<file path="src/pkg/comparator_pkg.sv">
// Shared constants and types of the comparator control and input selection block.
package comparator_pkg;

  // Register byte offsets on the register bus.
  localparam logic [7:0]  CTRL_OFFSET         = 8'h00;
  localparam logic [7:0]  INPUT_SELECT_OFFSET = 8'h04;
  localparam logic [7:0]  STATUS_OFFSET       = 8'h08;
  localparam logic [7:0]  FLAG_OFFSET         = 8'h0C;
  localparam logic [7:0]  MASK_OFFSET         = 8'h18;
  localparam logic [7:0]  REQUEST_OFFSET      = 8'h20;
  localparam logic [7:0]  CONFLICT_OFFSET     = 8'h24;

  // Control register fields.
  localparam int          ENABLE_BIT          = 0;
  localparam int          INACTIVE_BIT        = 2;
  localparam int          INVERT_BIT          = 3;
  localparam int          MASTER_DISABLE_LSB  = 8;
  localparam int          HALF_COUNT          = 10;
  localparam logic [31:0] CTRL_WRITE_MASK     = 32'h0003_FF0D;
  localparam logic [31:0] CTRL_RESET          = 32'h0000_0000;

  // Input selection register fields.
  localparam int          POS_LSB             = 0;
  localparam int          NEG_LSB             = 8;
  localparam int          A_DIV_LSB           = 16;
  localparam int          B_DIV_BIT           = 22;
  localparam int          LOWPOWER_BIT        = 24;
  localparam int          CS_ENABLE_BIT       = 26;
  localparam int          CS_SELECT_LSB       = 28;
  localparam logic [31:0] INPUT_WRITE_MASK    = 32'h757F_FFFF;
  localparam logic [31:0] INPUT_RESET         = 32'h0000_0000;

  // Status and interrupt flag bits.
  localparam int          ACTIVE_BIT          = 0;
  localparam int          RESULT_BIT          = 1;
  localparam int          CONFLICT_BIT        = 2;
  localparam int          EDGE_FLAG           = 0;
  localparam int          WARMUP_FLAG         = 1;
  localparam int          CONFLICT_FLAG       = 2;

  // Input select code boundaries and fixed sources.
  localparam logic [7:0]  BUS0_LIMIT          = 8'h1F;
  localparam logic [7:0]  SHARED_FIRST        = 8'h20;
  localparam logic [7:0]  SHARED_LAST         = 8'h9F;
  localparam logic [7:0]  CODE_CONVERTER0     = 8'hF2;
  localparam logic [7:0]  CODE_CONVERTER1     = 8'hF3;
  localparam logic [7:0]  CODE_LOWPOWER       = 8'hFB;
  localparam logic [7:0]  CODE_DIV_B          = 8'hFC;
  localparam logic [7:0]  CODE_DIV_A          = 8'hFD;
  localparam logic [7:0]  CODE_SUPPLY         = 8'hFE;
  localparam logic [7:0]  CODE_GROUND         = 8'hFF;

  // Kind of source that an input select code names.
  typedef enum logic [3:0] {
    INPUT_BUS, INPUT_CONVERTER0, INPUT_CONVERTER1, INPUT_LOWPOWER, INPUT_DIV_B,
    INPUT_DIV_A, INPUT_SUPPLY, INPUT_GROUND, INPUT_UNDEFINED
  } input_kind_t;

endpackage

</file>
<file path="src/pkg/select_decode_if.sv">
`timescale 1ns/1ps
// Carries one input select code to its decoder and the decoded source back.
interface select_decode_if;
  import comparator_pkg::*;
  logic [7:0]  code;     // Raw select code.
  input_kind_t kind;     // Kind of source named by the code.
  logic [2:0]  bus;      // Analog bus number, 0 to 4.
  logic        half;     // Zero for the X half, one for the Y half.
  logic [4:0]  channel;  // Channel within the half.
  modport requester (output code, input kind, input bus, input half, input channel);
  modport decoder   (input code, output kind, output bus, output half, output channel);
endinterface

</file>
<file path="src/design/comparator_input_select_regs.sv">
// Operation
// RULE1: Per-bus master disable stops bus mastering.
// RULE2: Disabled bus ignores own channel selection.
// RULE3: Disable applies to bus currently selected.
// RULE4: Inactive comparator outputs stored inactive value.
// RULE5: Invert bit inverts result toward pin.
// RULE6: Three-bit capsense resistor select, bits 30:28.
// RULE7: Capsense resistor enable at bit 26.
// RULE8: Low-power sample source bit 24.
// RULE9: B divider reference select at bit 22.
// RULE10: Six-bit A divider source, bits 21:16.
// RULE11: Positive and negative eight-bit selects.
// RULE12: Codes below 0x20 are bus zero.
// RULE13: Codes 0x20 to 0x9f are shared banks.
// RULE14: High codes select fixed internal sources.
// RULE15: Software writes zero to reserved bits.
// RULE16: Read-only conflict when buses are shared.
// RULE17: Undefined select codes carry no meaning.
// RULE18: Enable bit zero activates the comparator.
`timescale 1ns/1ps
module comparator_input_select_regs (
  input  wire logic                                ref_clk,
  input  wire logic                                reset_n,
  input  wire logic                                wb_cyc_i,
  input  wire logic                                wb_stb_i,
  input  wire logic                                wb_we_i,
  input  wire logic [7:0]                          wb_adr_i,
  input  wire logic [3:0]                          wb_sel_i,
  input  wire logic [31:0]                         wb_dat_i,
  output wire logic [31:0]                         wb_dat_o,
  output wire logic                                wb_ack_o,
  output wire logic                                irq,
  input  wire logic                                comparatorRaw,
  input  wire logic                                comparatorReady,
  input  wire logic [comparator_pkg::HALF_COUNT-1:0] otherRequest,
  output wire logic [comparator_pkg::HALF_COUNT-1:0] busRequest,
  output wire logic [7:0]                          positiveInputSelect,
  output wire logic [7:0]                          negativeInputSelect,
  output wire logic [5:0]                          aDividerSource,
  output wire logic                                bDividerSource,
  output wire logic                                lowpowerSampleSource,
  output wire logic                                capsenseResistorEnable,
  output wire logic [2:0]                          capsenseResistorSelect,
  output wire logic                                comparatorEnable,
  output wire logic                                comparatorResult,
  output wire logic                                pinOutput
);
  import comparator_pkg::*;

  // Every flip-flop of the block lives in this one record.
  typedef struct packed {
    logic                  ack;        // Bus acknowledge, one cycle per access.
    logic [31:0]           rdata;      // Read data presented with ack.
    logic [31:0]           ctrl;       // Control register.
    logic [31:0]           inputSel;   // Input selection register.
    logic [2:0]            flags;      // Sticky interrupt flags.
    logic [2:0]            mask;       // Interrupt mask.
    logic                  active;     // Comparator active status.
    logic                  result;     // Comparator output after inactive substitution.
    logic                  pin;        // Value toward the general-purpose pin.
    logic [HALF_COUNT-1:0] request;    // Bus halves this comparator masters.
    logic [HALF_COUNT-1:0] conflict;   // Requested halves also wanted by others.
    logic                  irq;        // Interrupt line.
  } state_t;

  state_t                stateReg;      // Registered state.
  state_t                stateNext;     // Next state.
  logic                  access;        // A bus cycle is addressed to us.
  logic                  writeNow;      // The write takes effect on this edge.
  logic                  activeNext;    // Comparator active in the next cycle.
  logic                  resultNext;    // Comparator output in the next cycle.
  logic [2:0]            flagSet;       // Events raising flags this cycle.
  logic [2:0]            flagClear;     // Flags cleared by software this cycle.
  logic [HALF_COUNT-1:0] disableMask;   // Master disable per bus half.

  // Decoders for the positive and the negative select.
  select_decode_if posIf ();
  select_decode_if negIf ();

  assign posIf.code = stateReg.inputSel[POS_LSB +: 8];
  assign negIf.code = stateReg.inputSel[NEG_LSB +: 8];

  select_decoder posDecoder (
    .sel (posIf.decoder)
  );

  select_decoder negDecoder (
    .sel (negIf.decoder)
  );

  // Merges a bus write into a register byte by byte, holding reserved bits at zero.
  function automatic logic [31:0] applyWrite(input logic [31:0] oldValue, input logic [31:0] newValue,
                                             input logic [3:0] lanes, input logic [31:0] writeMask);
    logic [31:0] merged;
    merged = oldValue;
    for (int i = 0; i < 4; i++) begin
      if (lanes[i]) begin
        merged[i*8 +: 8] = newValue[i*8 +: 8];
      end
    end
    return merged & writeMask;
  endfunction

  // One-hot bus half named by a decoded select, or nothing for a fixed source.
  function automatic logic [HALF_COUNT-1:0] halfBit(input input_kind_t kind, input logic [2:0] bus,
                                                    input logic half);
    logic [3:0] index;
    index = {bus, half};
    if (kind == INPUT_BUS) begin
      return 10'h001 << index;
    end
    return 10'h000;
  endfunction

  // Bus access, register updates, comparator output path and interrupt logic.
  always_comb begin
    stateNext   = stateReg;
    access      = wb_cyc_i & wb_stb_i;
    writeNow    = access & wb_we_i & stateReg.ack;
    disableMask = stateReg.ctrl[MASTER_DISABLE_LSB +: HALF_COUNT];
    flagSet     = 3'h0;
    flagClear   = 3'h0;

    // Answer one cycle after the request and drop ack the cycle after.
    stateNext.ack   = access & ~stateReg.ack;
    stateNext.rdata = 32'h0000_0000;
    if (access && !stateReg.ack && !wb_we_i) begin
      unique case (wb_adr_i)
        CTRL_OFFSET:         stateNext.rdata = stateReg.ctrl;
        INPUT_SELECT_OFFSET: stateNext.rdata = stateReg.inputSel;
        STATUS_OFFSET:       stateNext.rdata = {29'h0000_0000, |stateReg.conflict, stateReg.result,
                                                stateReg.active};
        FLAG_OFFSET:         stateNext.rdata = {29'h0000_0000, stateReg.flags};
        MASK_OFFSET:         stateNext.rdata = {29'h0000_0000, stateReg.mask};
        REQUEST_OFFSET:      stateNext.rdata = {22'h00_0000, stateReg.request};
        CONFLICT_OFFSET:     stateNext.rdata = {22'h00_0000, stateReg.conflict};
        // Unmapped offsets read as zero and still acknowledge.
        default:             stateNext.rdata = 32'h0000_0000;
      endcase
    end

    // Writes land on the edge that carries ack, as the master expects.
    if (writeNow) begin
      unique case (wb_adr_i)
        CTRL_OFFSET: begin
          stateNext.ctrl = applyWrite(stateReg.ctrl, wb_dat_i, wb_sel_i, CTRL_WRITE_MASK);
        end
        INPUT_SELECT_OFFSET: begin
          // RULE6: input fields stored masked
          // Reserved bits are dropped here, so a careless write cannot reach them.
          stateNext.inputSel = applyWrite(stateReg.inputSel, wb_dat_i, wb_sel_i, INPUT_WRITE_MASK);
        end
        FLAG_OFFSET: begin
          if (wb_sel_i[0]) begin
            flagClear = wb_dat_i[2:0];
          end
        end
        MASK_OFFSET: begin
          if (wb_sel_i[0]) begin
            stateNext.mask = wb_dat_i[2:0];
          end
        end
        // Read-only and unmapped offsets ignore writes.
        default: begin
        end
      endcase
    end

    // RULE18: enable activates comparator
    // The analog side reports readiness once warmed up; only then is the result trusted.
    activeNext = stateReg.ctrl[ENABLE_BIT] & comparatorReady;
    // RULE4: inactive value substitution
    resultNext = activeNext ? comparatorRaw : stateReg.ctrl[INACTIVE_BIT];
    stateNext.active = activeNext;
    stateNext.result = resultNext;
    // RULE5: optional pin inversion
    stateNext.pin = resultNext ^ stateReg.ctrl[INVERT_BIT];

    // RULE1: master disable gating
    // RULE3: applies to selected bus
    // RULE2: disabled bus only observed
    // A disabled half is never requested, so another peripheral's channel choice stands.
    stateNext.request = (halfBit(posIf.kind, posIf.bus, posIf.half) | halfBit(negIf.kind, negIf.bus, negIf.half))
                        & ~disableMask & {HALF_COUNT{stateReg.ctrl[ENABLE_BIT]}};
    // RULE16: bus conflict detection
    stateNext.conflict = stateReg.request & otherRequest;

    // Events raising the sticky flags.
    flagSet[EDGE_FLAG]     = activeNext & stateReg.active & (resultNext != stateReg.result);
    flagSet[WARMUP_FLAG]   = activeNext & ~stateReg.active;
    flagSet[CONFLICT_FLAG] = |stateReg.conflict;
    // An event in the same cycle as its clear wins over the clear.
    stateNext.flags = (stateReg.flags & ~flagClear) | flagSet;
    stateNext.irq   = |(stateNext.flags & stateNext.mask);
  end

  // State register with a constant asynchronous reset.
  always_ff @(posedge ref_clk or negedge reset_n) begin
    if (!reset_n) begin
      stateReg <= '{ack: 1'b0, rdata: 32'h0000_0000, ctrl: CTRL_RESET, inputSel: INPUT_RESET,
                    flags: 3'h0, mask: 3'h0, active: 1'b0, result: 1'b0, pin: 1'b0,
                    request: 10'h000, conflict: 10'h000, irq: 1'b0};
    end else begin
      stateReg <= stateNext;
    end
  end

  // All outputs come straight from the state record.
  assign wb_ack_o               = stateReg.ack;
  assign wb_dat_o               = stateReg.rdata;
  assign irq                    = stateReg.irq;
  assign busRequest             = stateReg.request;
  assign comparatorEnable       = stateReg.ctrl[ENABLE_BIT];
  assign comparatorResult       = stateReg.result;
  assign pinOutput              = stateReg.pin;
  // RULE11: input select fields
  assign positiveInputSelect    = stateReg.inputSel[POS_LSB +: 8];
  assign negativeInputSelect    = stateReg.inputSel[NEG_LSB +: 8];
  // RULE10: A divider source field
  assign aDividerSource         = stateReg.inputSel[A_DIV_LSB +: 6];
  // RULE9: B divider reference
  assign bDividerSource         = stateReg.inputSel[B_DIV_BIT];
  // RULE8: low-power sample source
  assign lowpowerSampleSource   = stateReg.inputSel[LOWPOWER_BIT];
  // RULE7: capsense resistor enable
  assign capsenseResistorEnable = stateReg.inputSel[CS_ENABLE_BIT];
  assign capsenseResistorSelect = stateReg.inputSel[CS_SELECT_LSB +: 3];

  // Bus handshake: ack is a single pulse, never high two cycles running.
  ack_single_a: assert property (@(posedge ref_clk) disable iff (!reset_n)
    wb_ack_o |=> !wb_ack_o)
    else $error("ack held longer than one cycle");

  // A full-word write to the input selection register reads back masked.
  input_write_a: assert property (@(posedge ref_clk) disable iff (!reset_n) // RULE11
    (writeNow && wb_adr_i == INPUT_SELECT_OFFSET && wb_sel_i == 4'hF)
    |=> stateReg.inputSel == ($past(wb_dat_i) & INPUT_WRITE_MASK))
    else $error("input selection write not stored");

  master_disable_a: assert property (@(posedge ref_clk) disable iff (!reset_n) // RULE1
    (stateReg.request & $past(disableMask)) == 10'h000)
    else $error("disabled bus half was requested");

  inactive_value_a: assert property (@(posedge ref_clk) disable iff (!reset_n) // RULE4
    !stateReg.active |-> stateReg.result == $past(stateReg.ctrl[INACTIVE_BIT]))
    else $error("inactive output differs from inactive value");

  pin_invert_a: assert property (@(posedge ref_clk) disable iff (!reset_n) // RULE5
    ##1 stateReg.pin == (stateReg.result ^ $past(stateReg.ctrl[INVERT_BIT])))
    else $error("pin output inversion wrong");

  disable_inactive_a: assert property (@(posedge ref_clk) disable iff (!reset_n) // RULE18
    !stateReg.ctrl[ENABLE_BIT] |=> !stateReg.active && stateReg.request == 10'h000)
    else $error("comparator active while disabled");

  bus_zero_a: assert property (@(posedge ref_clk) disable iff (!reset_n) // RULE12
    (posIf.code <= BUS0_LIMIT) |-> (posIf.kind == INPUT_BUS && posIf.bus == 3'h0
    && posIf.half == posIf.code[4] && posIf.channel == {1'b0, posIf.code[3:0]}))
    else $error("bus zero decode wrong");

  shared_bank_a: assert property (@(posedge ref_clk) disable iff (!reset_n) // RULE13
    (negIf.code >= SHARED_FIRST && negIf.code <= SHARED_LAST) |-> (negIf.kind == INPUT_BUS
    && negIf.bus == negIf.code[7:5] && negIf.half == (negIf.code[0] ^ ~negIf.code[5])))
    else $error("shared bank decode wrong");

  fixed_source_a: assert property (@(posedge ref_clk) disable iff (!reset_n) // RULE14
    (posIf.code == CODE_GROUND |-> posIf.kind == INPUT_GROUND)
    and (posIf.code == CODE_CONVERTER0 |-> posIf.kind == INPUT_CONVERTER0))
    else $error("fixed source decode wrong");

  conflict_flag_a: assert property (@(posedge ref_clk) disable iff (!reset_n) // RULE16
    |stateReg.conflict |=> stateReg.flags[CONFLICT_FLAG])
    else $error("conflict flag not raised");

  irq_level_a: assert property (@(posedge ref_clk) disable iff (!reset_n)
    irq == |(stateReg.flags & stateReg.mask))
    else $error("interrupt line disagrees with flags and mask");

endmodule

</file>
<file path="src/design/select_decoder.sv">
`timescale 1ns/1ps
// Combinational decoder of one input select code.
module select_decoder (
  select_decode_if.decoder sel
);
  import comparator_pkg::*;

  // Dedicated bus 0, the four shared banks and the fixed sources.
  always_comb begin
    sel.kind    = INPUT_UNDEFINED;
    sel.bus     = 3'h0;
    sel.half    = 1'b0;
    sel.channel = 5'h00;
    if (sel.code <= BUS0_LIMIT) begin
      // RULE12: dedicated bus zero
      sel.kind    = INPUT_BUS;
      sel.half    = sel.code[4];
      sel.channel = {1'b0, sel.code[3:0]};
    end else if (sel.code >= SHARED_FIRST && sel.code <= SHARED_LAST) begin
      // RULE13: shared bus banks
      // Banks 1 and 3 start on X, banks 2 and 4 on Y, so bit 5 flips the parity.
      sel.kind    = INPUT_BUS;
      sel.bus     = sel.code[7:5];
      sel.half    = sel.code[0] ^ ~sel.code[5];
      sel.channel = sel.code[4:0];
    end else begin
      // RULE14: fixed internal sources
      unique case (sel.code)
        CODE_CONVERTER0: sel.kind = INPUT_CONVERTER0;
        CODE_CONVERTER1: sel.kind = INPUT_CONVERTER1;
        CODE_LOWPOWER:   sel.kind = INPUT_LOWPOWER;
        CODE_DIV_B:      sel.kind = INPUT_DIV_B;
        CODE_DIV_A:      sel.kind = INPUT_DIV_A;
        CODE_SUPPLY:     sel.kind = INPUT_SUPPLY;
        CODE_GROUND:     sel.kind = INPUT_GROUND;
        // RULE17: undefined codes unsupported
        default:         sel.kind = INPUT_UNDEFINED;
      endcase
    end
  end

endmodule

</file>
<file path="config.mk">
export PLATFORM = sky130hd
export DESIGN_NAME = comparator_input_select_regs
export DESIGN_NICKNAME = d
export VERILOG_FILES = /design/src/pkg/comparator_pkg.sv /design/src/pkg/select_decode_if.sv /design/src/design/comparator_input_select_regs.sv /design/src/design/select_decoder.sv
export SDC_FILE = /design/constraint.sdc
export NUM_CORES = 1
export LEC_CHECK = 0
export BUFFER_PORTS_ARGS = -buffer_cell sky130_fd_sc_hd__buf_2
export CORE_AREA = 2 2 117 119
export CTS_CLUSTER_DIAMETER = 80
export DETAILED_ROUTE_END_ITERATION = 7
export DIE_AREA = 0 0 119 121
export PLACE_DENSITY = 0.65
export SYNTH_ARGS = -nofsm -noshare
export SYNTH_HDL_FRONTEND = slang
export SYNTH_HIERARCHICAL = 1
export SYNTH_SLANG_ARGS = --single-unit
</file>
<file path="constraint.sdc">
create_clock -name ref_clk -period 2.3 [get_ports ref_clk]
set_input_delay 0.23 -clock ref_clk [delete_from_list [all_inputs] [get_ports ref_clk]]
set_output_delay 0.23 -clock ref_clk [all_outputs]
set_load 0.01 [all_outputs]
</file>
Word-level counts from Yosys, hierarchy flattened
Index checks and enable logic that the tools add are counted.

Register bits after elaboration: 104. Bits of input ports: 61. Logic and storage cells: 117.

$lt $le $gt $ge: 6. Equality and inequality tests: 21. Shift operators: 2. Multiplexer cells: 29. Bitwise gates (word level): 24. Reduce and logical (&&, ||, !) cells: 18.

Operators with widths (count): $pmux 31 s7 (1); $eq 8x8->1 const B (14); $pmux 4 s7 (2); $mux 10 (4); $mux 32 (1); $and 10x10->10 (3); $mux 3 (10); $reduce_and 3->1 (7); $shl 1x4->10 const A (2); $eq 8x4->1 const B (2); $eq 8x6->1 const B (2); $ge 8x6->1 const B (2); $le 8x5->1 const B (2); $le 8x8->1 const B (2); $mux 4 (4); $not 10->10 (1); $or 10x10->10 (1); $reduce_or 10->1 (1); $and 1x1->1 (8); $eq 8x3->1 const B (1); $eq 8x5->1 const B (1); $logic_not 4->1 (2); $logic_not 8->1 (1); $mux 1 (7); 9 further kinds (19).

Longest topological paths before layout
Depth after elaboration: 10. Gate-level depth with buffers: 8.

Modules after synthesis
Netlist, hierarchy kept.

Modules (own cells, without submodules): comparator_input_select_regs (times used 1, cells each 401, area each 4784.6 µm², seq. area each 2502.4 µm²); select_decoder (times used 2, cells each 30, area each 171.4 µm², seq. area each 0.0 µm²).

Least setup slack after synthesis
OpenSTA, ideal clock, no wires.

Kind: reg-to-reg. Start point: reg stateReg, in the netlist positiveInputSelect[5]. End point: reg stateReg, in the netlist busRequest[7]. Setup time: 0.088 ns. Data arrival time: 2.038 ns. Required time: 2.212 ns. Setup slack: 0.174 ns. Stages on the path, launching flop included: 7. Buffers on the path: 0. Path through: dfrtp_1 -> and4_1 -> and3_1 -> or4_1 -> nor3b_1 -> a32oi_1 -> nor3b_1.

RTL lines: start: declaration (RTL line comparator_input_select_regs.sv:66) `state_t stateReg;`; start signal: assignment (RTL line comparator_input_select_regs.sv:200) `stateReg <= '{ack: 1'b0, rdata: 32'h0000_0000, ctrl: CTRL_RESET, inputSel: INPUT_RESET,`; start signal: assignment (RTL line comparator_input_select_regs.sv:204) `stateReg <= stateNext;`.

==> impl_metrics.yaml <==
synth:
  postSynthCellCount: 449
  synth_area_sq_mm: 0.00505
  yosysWarnings: 6
  syn_avg_cell_area_sq_um: 11.3
cts:
  cts_made_buffers: 9
  clockBufferDepth: 2
  post_cts_buffers: 0
  clockRootBuffer: "clkbuf_16"
  path_clk_slew_ps: 70
  cts_tree: "done"
  cts_sinks: 100
  clock_latency_ps: 360
  cts.htree.levels: 3
timing:
  period_minus_slack_ps: 2160
  final.setup.tns_ps: 0
  skew_ps: 9.71
  tightest_slew_ps: 650
  max_freq_ghz: 0.463
  slew_violations: 0
  fin_crit_sh_pct: 93.9
  hold_slack_ps: 78.9
  rsz0062_at_grt: "no"
  final-setup-viol-count: 0
  hold_viol: 0
  max_slew_margin_pct: 56.6
  finalWorstSetupSlack_ps: 141
power:
  vdd.ir_drop.worst_mv: 0.348
  leakage_nw: 3.14
  powerDensity_mw_per_mm2: 587
worst_hold_path:
  hold_class: "in -> reg"
  hold_path_end: "stateReg[1]"
  hp-start: "otherRequest[0]"
  hold_depth: 2
global_route:
  grt_pass1_wl_mm: 20.4
  antenna_found_initial: 1
  grt_pass1_vias: 3828
  grt_start_max_net_pins: 41
  grt.total_usage_pct: 18.4
  grt_remaining_overflow: 0
worst_setup_path:
  r2r_start: "positiveInputSelect[2]"
  required_ps: 2560
  cp-start-kind: "flip-flop"
  critPathArrivalTime_ps: 2420
  cpPeakStageDelay_ps: 560
  worstRegToRegCells: 8
  path_buf_inv: 1
  cp_max_fo: 5
  cpMaxStageDelayCell: "or4_4"
  timing.rr.end: "busRequest[5]"
  cp_cell_sequence: "nand2_1, o21ai_0, and3_1, or4_4, nor3b_2, buf_4, a22oi_1, nor3b_1"
  crit_family: "simple AND/OR/NAND/NOR gates"
  critPathCaptureType: "flip-flop"
  critPathKind: "reg -> reg"
  reg2reg_slack_ps: 140
drt:
  ant_nets: 0
  vias: 3707
  finalWirelength_mm: 12.6
  vias_per_cell: 5.13
  remaining_drc_errors: 0
  drt_pass1_iterations: 4
  routedWlPerCell_um: 17.5
  drtIter0Drc: 244
placement:
  port_buffers: 127
  dp.cells: 704
  gp_congestion: 0.894
  hpwl_mm: 9.74
  pre_cts_slack_ps: 129
floorplanning:
  core_area_sq_mm: 0.0131
  row_count: 42
  die-area_sq_mm: 0.0144
  die_h_um: 121
  initial_utilization_pct: 38.6
  ios: 136
  die-width_um: 119
cells_and_area:
  layoutNonFillerInstCount: 722
  drive_gt1_share_pct: 42.4
  synthToLayoutAreaGrowth_pct: 17.3
  fillers: 1220
  nets: 601
run:
  max_cap_viol_count: 0
outcome:
  outcome: "complete, no violations"
[area by class of cell]
| cell class | instances | area [sq um] | area share [%] |
|---|---|---|---|
| inverters | 8 | 30.0 | 0.507 |
| diodes | 1 | 2.50 | 0.0422 |
| multi-input cells | 263 | 1980 | 33.4 |
| flip-flops and latches | 100 | 2500 | 42.2 |
| clock buffers | 9 | 225 | 3.80 |
| repair buffers | 158 | 886 | 14.9 |
| clock inverters | 7 | 80.1 | 1.35 |
| well taps | 176 | 220 | 3.71 |
[metrics by stage]
stage	instance area, sq um	power [mW]	utilization, %
after detailed placement	5590	1.96	42.7
after floorplan	5060	1.84	-
final	5930	3.48	45.3
after global placement	5590	1.95	42.7
after global routing	5930	3.62	45.3
after CTS	5900	3.52	45.1
[worst max path at each step]
stage	start	to	slack (ps)	depth (start not counted)
CTS	positiveInputSelect[2]	busRequest[1]	100	7
floorplan	positiveInputSelect[5]	busRequest[7]	180	6
global route	negativeInputSelect[2]	busRequest[8]	30	7
global placement	positiveInputSelect[2]	busRequest[2]	150	7
finish	positiveInputSelect[2]	busRequest[5]	140	8
detailed placement	positiveInputSelect[2]	busRequest[3]	130	7
[metal layers]
| metal | track usage (%) | vias to the layer above | wire length, um |
|---|---|---|---|
| met4 | 8.71 | 0 | 334 |
| li1 | - | 1724 | - |
| met2 | 29.6 | 140 | 5980 |
| met5 | 0 | - | 0 |
| met1 | 23.0 | 1819 | 5400 |
| met3 | 4.93 | 24 | 895 |
[cell usage in the layout, fill, tap and decap left out, types with 3 or more instances in the layout]
master and count:
a22o_1 5, mux2_4 3, o21ai_0 5, mux2_1 10, mux2_2 39, nand2_1 11
a22oi_1 21, nor2b_1 10, inv_1 8, and2_1 12, buf_2 126, nand4_1 4
a21oi_1 8, and4_1 4, a32oi_1 8, nor3b_1 12, clkbuf_16 9, nor3_2 3
o21ai_1 4, dfrtp_1 100, mux2i_1 4, and3_1 21, nor2_1 32, nor4_1 4
buf_4 30, nor3b_2 3, nand3_1 4, conb_1 4
[power breakdown]
group	leakage, nW	internal, mW	total (mW)	switching [mW]
Sequential	1.40	1.76	1.76	0.00264
Combinational	1.60	0.0612	0.157	0.0955
Clock	0.148	0.858	1.56	0.702
Total	3.14	2.68	3.48	0.800
[sequential cells by signal (all words and copies together) (netlist names), 3 cells and up]
| signal | flops |
|---|---|
| negativeInputSelect | 8 |
| positiveInputSelect | 8 |
| stateReg | 19 |
| disableMask | 10 |
| wb_dat_o | 28 |
| capsenseResistorSelect | 3 |
| aDividerSource | 6 |
| busRequest | 10 |
[worst register-to-register path, stage by stage, from the launching register on]
cell     delay, ps
dfrtp_1        420
nand2_1        110
o21ai_0         90
and3_1         180
or4_4          560
nor3b_2        210
buf_4          160
a22oi_1         80
nor3b_1        250
[repair_timing]
action,4_1_cts,5_1_grt
hold buffers,1,0
endpoints found under the hold margin,27,0
setup endpoints to repair,0,8
resized for setup,0,5
(Power assumes the default switching activity.)
